==> config.mk <==
export PLATFORM = sky130hd
export DESIGN_NAME = ctt_clock_timer
export DESIGN_NICKNAME = d
export VERILOG_FILES = /design/src/rtl/ctt_pkg.sv /design/src/rtl/ctt_clock_timer.sv
export SDC_FILE = /design/constraint.sdc
export NUM_CORES = 1
export LEC_CHECK = 0
export BUFFER_PORTS_ARGS = -buffer_cell sky130_fd_sc_hd__clkbuf_2
export CORE_ASPECT_RATIO = 1.1
export CORE_MARGIN = 5
export CORE_UTILIZATION = 35
export CTS_BUF_LIST = sky130_fd_sc_hd__clkbuf_4
export DETAILED_ROUTE_END_ITERATION = 16
export GPL_ROUTABILITY_DRIVEN = 0
export GPL_TIMING_DRIVEN = 1
export PLACE_DENSITY = 0.51
export SLEW_MARGIN = 0
export SYNTH_ARGS = -nofsm -noshare
export SYNTH_HDL_FRONTEND = slang
export SYNTH_SLANG_ARGS = --single-unit
==> constraint.sdc <==
create_clock -name I_REF_CLK -period 2.25 [get_ports I_REF_CLK]
set_input_delay 0.225 -clock I_REF_CLK [delete_from_list [all_inputs] [get_ports I_REF_CLK]]
set_output_delay 0.225 -clock I_REF_CLK [all_outputs]
set_load 0.05 [all_outputs]
==> src/rtl/ctt_pkg.sv <==
package ctt_pkg;
  localparam logic [15:0] ADDR_CTRL = 16'hff78;
  localparam logic [15:0] ADDR_TICK_LO = 16'hff79;
  localparam logic [15:0] ADDR_TICK_HI = 16'hff7a;
  localparam logic [15:0] ADDR_IRQ_EN = 16'hffe6;
  localparam logic [15:0] ADDR_IRQ_PEND = 16'hfff6;
  localparam int CTRL_RUN_BIT = 0;
  localparam int CTRL_CLR_BIT = 1;
  localparam logic [3:0] RST_NIBBLE = 4'h0;
  localparam logic [7:0] RST_COUNT = 8'h00;
  // Tick bit positions of the 16, 8, 2 and 1 Hz taps
  localparam int TAP_16HZ = 3;
  localparam int TAP_8HZ = 4;
  localparam int TAP_2HZ = 6;
  localparam int TAP_1HZ = 7;
  localparam longint CLK_HZ = 100000000;
  localparam longint TICK_HZ = 256;
  localparam int TICK_DIV = int'(CLK_HZ / TICK_HZ);
  // Hold window, microseconds; longest time rounds down
  localparam longint HOLD_US = 1500;
  localparam int HOLD_CYC = int'(HOLD_US * CLK_HZ / 1000000);
endpackage

==> src/rtl/ctt_clock_timer.sv <==
// The plain strobed port was decided locally.
`timescale 1ns/10ps
module ctt_clock_timer
  import ctt_pkg::*;
#(
  parameter int TICK_DIV_P = TICK_DIV,
  parameter int HOLD_CYC_P = HOLD_CYC
) (
  // Clock and reset
  input wire logic I_REF_CLK,
  input wire logic I_RST_B,
  // Register port
  input wire logic [15:0] I_ADDR,
  input wire logic [3:0] I_WDATA,
  input wire logic I_WR,
  input wire logic I_RD,
  output logic [3:0] O_RDATA,
  // Interrupt request
  output logic O_IRQ
);

  typedef struct packed {
    logic [23:0] div;
    logic [7:0] cnt;
    logic [3:0] hi_view;
    logic hold;
    logic [23:0] hold_cnt;
    logic run;
    logic [3:0] en;
    logic [3:0] pend;
    logic [3:0] rdata;
    logic irq;
  } ctt_state_t;

  ctt_state_t s_q;
  ctt_state_t s_d;

  logic tick;
  logic [7:0] cnt_nx;
  logic [3:0] fall;
  logic wr_ctrl;
  logic wr_pend;
  logic wr_en;

  // ---------------------------------------------------------------
  // Next state
  // ---------------------------------------------------------------
  always_comb begin
    s_d = s_q;
    wr_ctrl = I_WR && (I_ADDR == ADDR_CTRL);
    wr_en = I_WR && (I_ADDR == ADDR_IRQ_EN);
    wr_pend = I_WR && (I_ADDR == ADDR_IRQ_PEND);
    tick = s_q.run && (s_q.div == 24'(TICK_DIV_P - 1));
    // Prescaler runs only while counting
    if (!s_q.run || tick) begin
      s_d.div = 24'h000000;
    end else begin
      s_d.div = s_q.div + 24'h000001;
    end
    cnt_nx = s_q.cnt;
    if (tick) begin
      cnt_nx = s_q.cnt + 8'h01;
    end
    if (wr_ctrl && I_WDATA[CTRL_CLR_BIT]) begin
      cnt_nx = RST_COUNT;
      s_d.div = 24'h000000;
    end
    s_d.cnt = cnt_nx;
    fall[0] = s_q.cnt[TAP_16HZ] && !cnt_nx[TAP_16HZ];
    fall[1] = s_q.cnt[TAP_8HZ] && !cnt_nx[TAP_8HZ];
    fall[2] = s_q.cnt[TAP_2HZ] && !cnt_nx[TAP_2HZ];
    fall[3] = s_q.cnt[TAP_1HZ] && !cnt_nx[TAP_1HZ];
    if (wr_ctrl) begin
      s_d.run = I_WDATA[CTRL_RUN_BIT];
    end
    if (wr_en) begin
      s_d.en = I_WDATA;
    end
    // Set wins over a same-cycle clear
    s_d.pend = (wr_pend ? (s_q.pend & ~I_WDATA) : s_q.pend) | fall;
    // High view: held after a low read, count keeps running underneath
    if (I_RD && (I_ADDR == ADDR_TICK_LO)) begin
      s_d.hold = 1'b1;
      s_d.hold_cnt = 24'h000000;
    end else if (s_q.hold) begin
      if ((I_RD && (I_ADDR == ADDR_TICK_HI)) || s_q.hold_cnt == 24'(HOLD_CYC_P - 1)) begin
        s_d.hold = 1'b0;
      end
      s_d.hold_cnt = s_q.hold_cnt + 24'h000001;
    end
    if (!s_d.hold || (wr_ctrl && I_WDATA[CTRL_CLR_BIT])) begin
      s_d.hi_view = cnt_nx[7:4];
    end
    s_d.rdata = 4'h0;
    if (I_RD) begin
      case (I_ADDR)
        ADDR_CTRL: s_d.rdata = {3'b000, s_q.run};
        ADDR_TICK_LO: s_d.rdata = s_q.cnt[3:0];
        ADDR_TICK_HI: s_d.rdata = s_q.hi_view;
        ADDR_IRQ_EN: s_d.rdata = s_q.en;
        ADDR_IRQ_PEND: s_d.rdata = s_q.pend;
        default: s_d.rdata = 4'h0;
      endcase
    end
    s_d.irq = |(s_d.pend & s_d.en);
    if (!I_RST_B) begin
      s_d = '0;
      s_d.cnt = RST_COUNT;
      s_d.hi_view = RST_NIBBLE;
      s_d.en = RST_NIBBLE;
      s_d.pend = RST_NIBBLE;
    end
  end

  always_ff @(posedge I_REF_CLK) begin
    s_q <= s_d;
  end

  assign O_RDATA = s_q.rdata;
  assign O_IRQ = s_q.irq;

  // ---------------------------------------------------------------
  // Helper terms
  // ---------------------------------------------------------------
  logic clr_req;
  logic [3:0] cnt_lo;
  logic [3:0] cnt_hi;
  assign clr_req = wr_ctrl && I_WDATA[CTRL_CLR_BIT];
  assign cnt_lo = s_q.cnt[3:0];
  assign cnt_hi = s_q.cnt[7:4];
endmodule

# After elaboration in Yosys (flattened, before gate mapping)
# Index checks and enable logic that the tools add are counted.
[word_totals] regBits=75 in_bits=24 output_inout_bits=5 elab_cells=59
[classes] add_sub_neg=3 n_eq_ne=7 muxes=8 bitwise_logic=5 reduce_logical=25
[op_table] operator="$eq A16 B16 Y1 const B" count=5
[op_table] operator="$mux W25" count=2
[op_table] operator="$add A24 B1 Y24 const B" count=2
[op_table] operator="$eq A24 B18 Y1 const B" count=1
[op_table] operator="$eq A24 B19 Y1 const B" count=1
[op_table] operator="$pmux W4 S5" count=1
[op_table] operator="$mux W8" count=2
[op_table] operator="$logic_and A1 B1 Y1" count=11
[op_table] operator="$add A8 B1 Y8 const B" count=1
[op_table] operator="$and A4 B4 Y4" count=2
[op_table] operator="$mux W4" count=2
[op_table] operator="$logic_not A1 Y1" count=6
[op_table] operator="$not A4 Y4" count=1
[op_table] operator="$or A4 B4 Y4" count=1
[op_table] operator="$reduce_or A2 Y1" count=2
[op_table] operator="$reduce_or A4 Y1" count=1
[op_table] operator="$logic_or A1 B1 Y1" count=3
[op_table] operator="$reduce_or A3 Y1" count=1
[op_table] operator="$reduce_and A2 Y1" count=1
[op_table] operator="$mux W1" count=1
[op_table] operator="$not A1 Y1" count=1

# Logic depth before layout (Yosys ltp)
[depth] word_depth=9 ltp_mapped=9 mapped_depth_nobuf=8

# Least setup slack after synthesis
# OpenSTA, ideal clock, no wires.
[synth_path] kind="reg2reg" start="register s_q[51] in the netlist's numbering" end="register s_q, in the netlist O_IRQ" setup_ns=0.134 arrival_time_ns=1.898 required_time_ns=2.116 slack_ns=0.218 path_stages_with_launch=9 path_buffers=0 period_less_slack_ns=2.032 path_cell_list="dfxtp_1 > inv_1 > ha_1 > nor4b_1 > nand4_1 > nor3_1 > a211o_1 > nor3b_1 > or4_1"
[synth_between] elab_chain_len=9 word_cells_on_any_way=15 cone_classes="1 x eq/ne; 2 x mux; 2 x bitwise; 10 x reduce/logical"
[synth_lines] item="start, declared" line_no="ctt_clock_timer.sv:35" rtl="ctt_state_t s_q;"
[synth_lines] item="start signal, assigned" line_no="ctt_clock_timer.sv:116" rtl="s_q <= s_d;"
[synth_lines] item="$eq A24 B19 Y1 *" line_no="ctt_clock_timer.sv:53" rtl="tick = s_q.run && (s_q.div == 24'(TICK_DIV_P - 1));"
[synth_lines] item="$logic_and A1 B1 Y1 *" line_no="ctt_clock_timer.sv:53"
[synth_lines] item="$mux W8 *" line_no="ctt_clock_timer.sv:61" rtl="if (tick) begin"
[synth_lines] item="$mux W8 *" line_no="ctt_clock_timer.sv:64" rtl="if (wr_ctrl && I_WDATA[CTRL_CLR_BIT]) begin"
[synth_lines] item="$logic_not A1 Y1 (on tied branches)"
[synth_lines] item="$logic_and A1 B1 Y1 (on tied branches)"
[synth_lines] item="$or A4 B4 Y4 *" line_no="ctt_clock_timer.sv:80" rtl="s_d.pend = (wr_pend ? (s_q.pend & ~I_WDATA) : s_q.pend) | fall;"
[synth_lines] item="$and A4 B4 Y4 *" line_no="ctt_clock_timer.sv:105" rtl="s_d.irq = |(s_d.pend & s_d.en);"
[synth_lines] item="$reduce_or A4 Y1 *" line_no="ctt_clock_timer.sv:105"
# Mark *: on every way between the ends. The rest lies on a longest branch, timed or not.
# A chain may end at the register's enable or synchronous reset.

# Worst setup path in the final report
# Ends and elaborated chain as after synthesis.

==> run metrics <==
run status finished, final reports clean; synth top area cells dfxtp_1 42%, nor2_1 8.8%, xor2_1 6.1%; Final HPWL DP 5.83 mm; Starting Density between 30 and 40%; DRT iter0 DRCs about 130; startpoint types flop; initial antenna violation count 0; Async SR Flop Fraction 0%; Slew Limit Fails 0; Clk Latency, worst-skew pair about 430 ps; GR Overflow Total 0; first-pass GRT wire length roughly 14 mm; part of the cycle the worst path needs between 90% and 100%; H-tree levels 3; final setup fails 0; Crit-path slowest cell or4_1; synthesis-to-layout area growth 14.5%; kind of critical path reg -> reg; total chip power around 2.4 mW; worst hold stages 3; die footprint ~12000 um^2; worst r2r path cells 9; Metal-1 WL approximately 3.8 mm; DR WL met2 around 3.5 mm; Root Driver clkbuf_4; fmax approximately 480 MHz; CP endpoint kind flop; Cell variety after synth 50; vias in the first global route approximately 2.8k; final hold viol count 0; crit-path cells inv_1, ha_1, nor4b_1, nand4_1, buf_4, nor4_4, o21ai_1, a221oi_2, or4_1; MaxCap Viol Count 0; crit path buf inv count 2; row cnt 38; CTS max path bufs 2; unrepaired setup endpoints after global routing false; relative slew slack approximately 64%; Worst path depth 9; top-area cell type share of the netlist area between 40% and 50%; Synth Area per Inst between 8 and 9 um^2; Met3 Wirelength around 380 um; CORE AREA roughly 10000 um^2; ys flop type dfxtp_1; clock slew at reported path FFs 140 ps; Overall Global Routing Usage between 10% and 20%; share of layout cells above drive strength 1 17.4%; EDFF count, synth 0; Hold Path Class in -> reg; Top Ports 29; setup TNS 0 ps; FF+latch count, synth 75; 1st-pass router iterations 6; nets@finish about 470; fill count between 1k and 1.5k; CP Max Fanout 5; clk_skew approximately 22 ps; CTS Sinks 75; Tmin final roughly 2100 ps; via count 2907; synthesized net count between 400 and 500; Syn. warnings 0; P per Cell Area approximately 580 nW/um^2; Vias/cell a little over 5; most frequent cells in the layout 84 x nor2_1, 75 x dfxtp_1, 28 x clkbuf_2; WL/cell around 14 um; Slew @ Worst Pin between 500 and 600 ps; Synth Instances between 400 and 500; Final ANT Viol Nets 0; most common cell after layout, fill and taps aside nor2_1; cell taking the most area after synthesis dfxtp_1; CP required between 2000 and 3000 ps; routed wire length ~7.8 mm; CTS tree done; Die X roughly 110 um; chip height 116 um; sequential fraction of the synthesis area a little over two fifths; CP top delay family simple AND/OR/NAND/NOR gates; Pleak approximately 1.5 nW; Inserted Clock Buffers 9; largest net degree at the start of global routing 25; Largest stage delay, worst path approximately 530 ps; maximum VDD drop 0.000288 V; port buffer count 28; # DRC 0; antenna cell count 0; highest routed layer met4; Post-Syn Area 3580 um^2; arrival time at the worst endpoint roughly 2400 ps; Hold-fix buffers, CTS 0
power breakdown:
group	internal, mW	switching, mW	total [mW]
combinational	0.0266	0.0411	0.0677
sequential	1.33	0.00000187	1.33
clock	0.460	0.518	0.978
metrics by stage:
stage / setup WS [ps] / util (%) / instance area, um^2 / hold WS [ps] / instances
detailed placement: 190 / 39.6 / 3930 / 465 / 553
CTS: 189 / 41.3 / 4100 / 29.9 / 569
global route: 59.7 / 41.3 / 4100 / 42.6 / 569
floorplan: 218 / - / 3580 / 347 / 402
finish: 177 / 41.3 / 4100 / 71.1 / 569
global placement: 180 / 39.6 / 3930 / 456 / 553
cell families (layout without fill, tap and decap cells):
logic type,after synthesis,after routing,synth area share (%)
AO/OA/AOI/OAI,29,29,5.70
XOR/XNOR,49,49,12.0
adder cells (fa/ha/maj),4,4,1.40
buffers and inverters,25,72,3.35
flip-flops,75,75,41.9
multiplexers,11,11,3.25
AND/OR/NAND/NOR,209,209,32.4
state kept, by name, summed over array words and instances, names as in the netlist:
name,flops
cnt_hi,4
O_RDATA,4
O_IRQ,1
cnt_lo,4
s_q,62
Yosys cell counts, drive strengths merged, types with 7 or more instances:
cell type,count
nor2,84
dfxtp,75
nand2,26
xor2,25
xnor2,24
nand3,23
nand4,20
inv,11
nor3,10
buf,8
o21ai,8
and3,7
tightest hold or removal path: cells and delay by family:
kind                   cells  cell delay, ps
muxes                      1              70
and+or+nand+nor            1              70
buffers and inverters      1             110
repair_timing:
item / in CTS / in global routing
resized for setup: 0 / 1
setup buffers: 0 / 0
endpoints found under the setup margin: 0 / 1
final timing paths:
| path | from | to | slack, ps |
|---|---|---|---|
| max | s_q[51]$_SDFF_PP0_ | O_IRQ$_SDFF_PN0_ | 180 |
| min | I_WDATA[0] | s_q[13]$_SDFFE_PN0N_ | 70 |
| max reg2reg | s_q[51]$_SDFF_PP0_ | O_IRQ$_SDFF_PN0_ | 180 |
| min reg2reg | s_q[51]$_SDFF_PP0_ | s_q[51]$_SDFF_PP0_ | 490 |
layer usage:
layer	up-vias	GRT usage, %
met5	-	0
li1	1482	-
met3	12	3.23
met4	0	5.71
met2	70	21.0
met1	1343	18.2
cell type report:
type | count | area (um^2) | area share, %
Multi-Input combinational cell | 302 | 1960 | 47.8
Sequential cell | 75 | 1500 | 36.6
Timing Repair Buffer | 45 | 280 | 6.84
Tap cell | 120 | 150 | 3.66
Clock inverter | 7 | 100 | 2.44
Clock buffer | 9 | 67.6 | 1.65
Inverter | 11 | 41.3 | 1.01
Note: power is estimated with default switching activity, not from simulation.
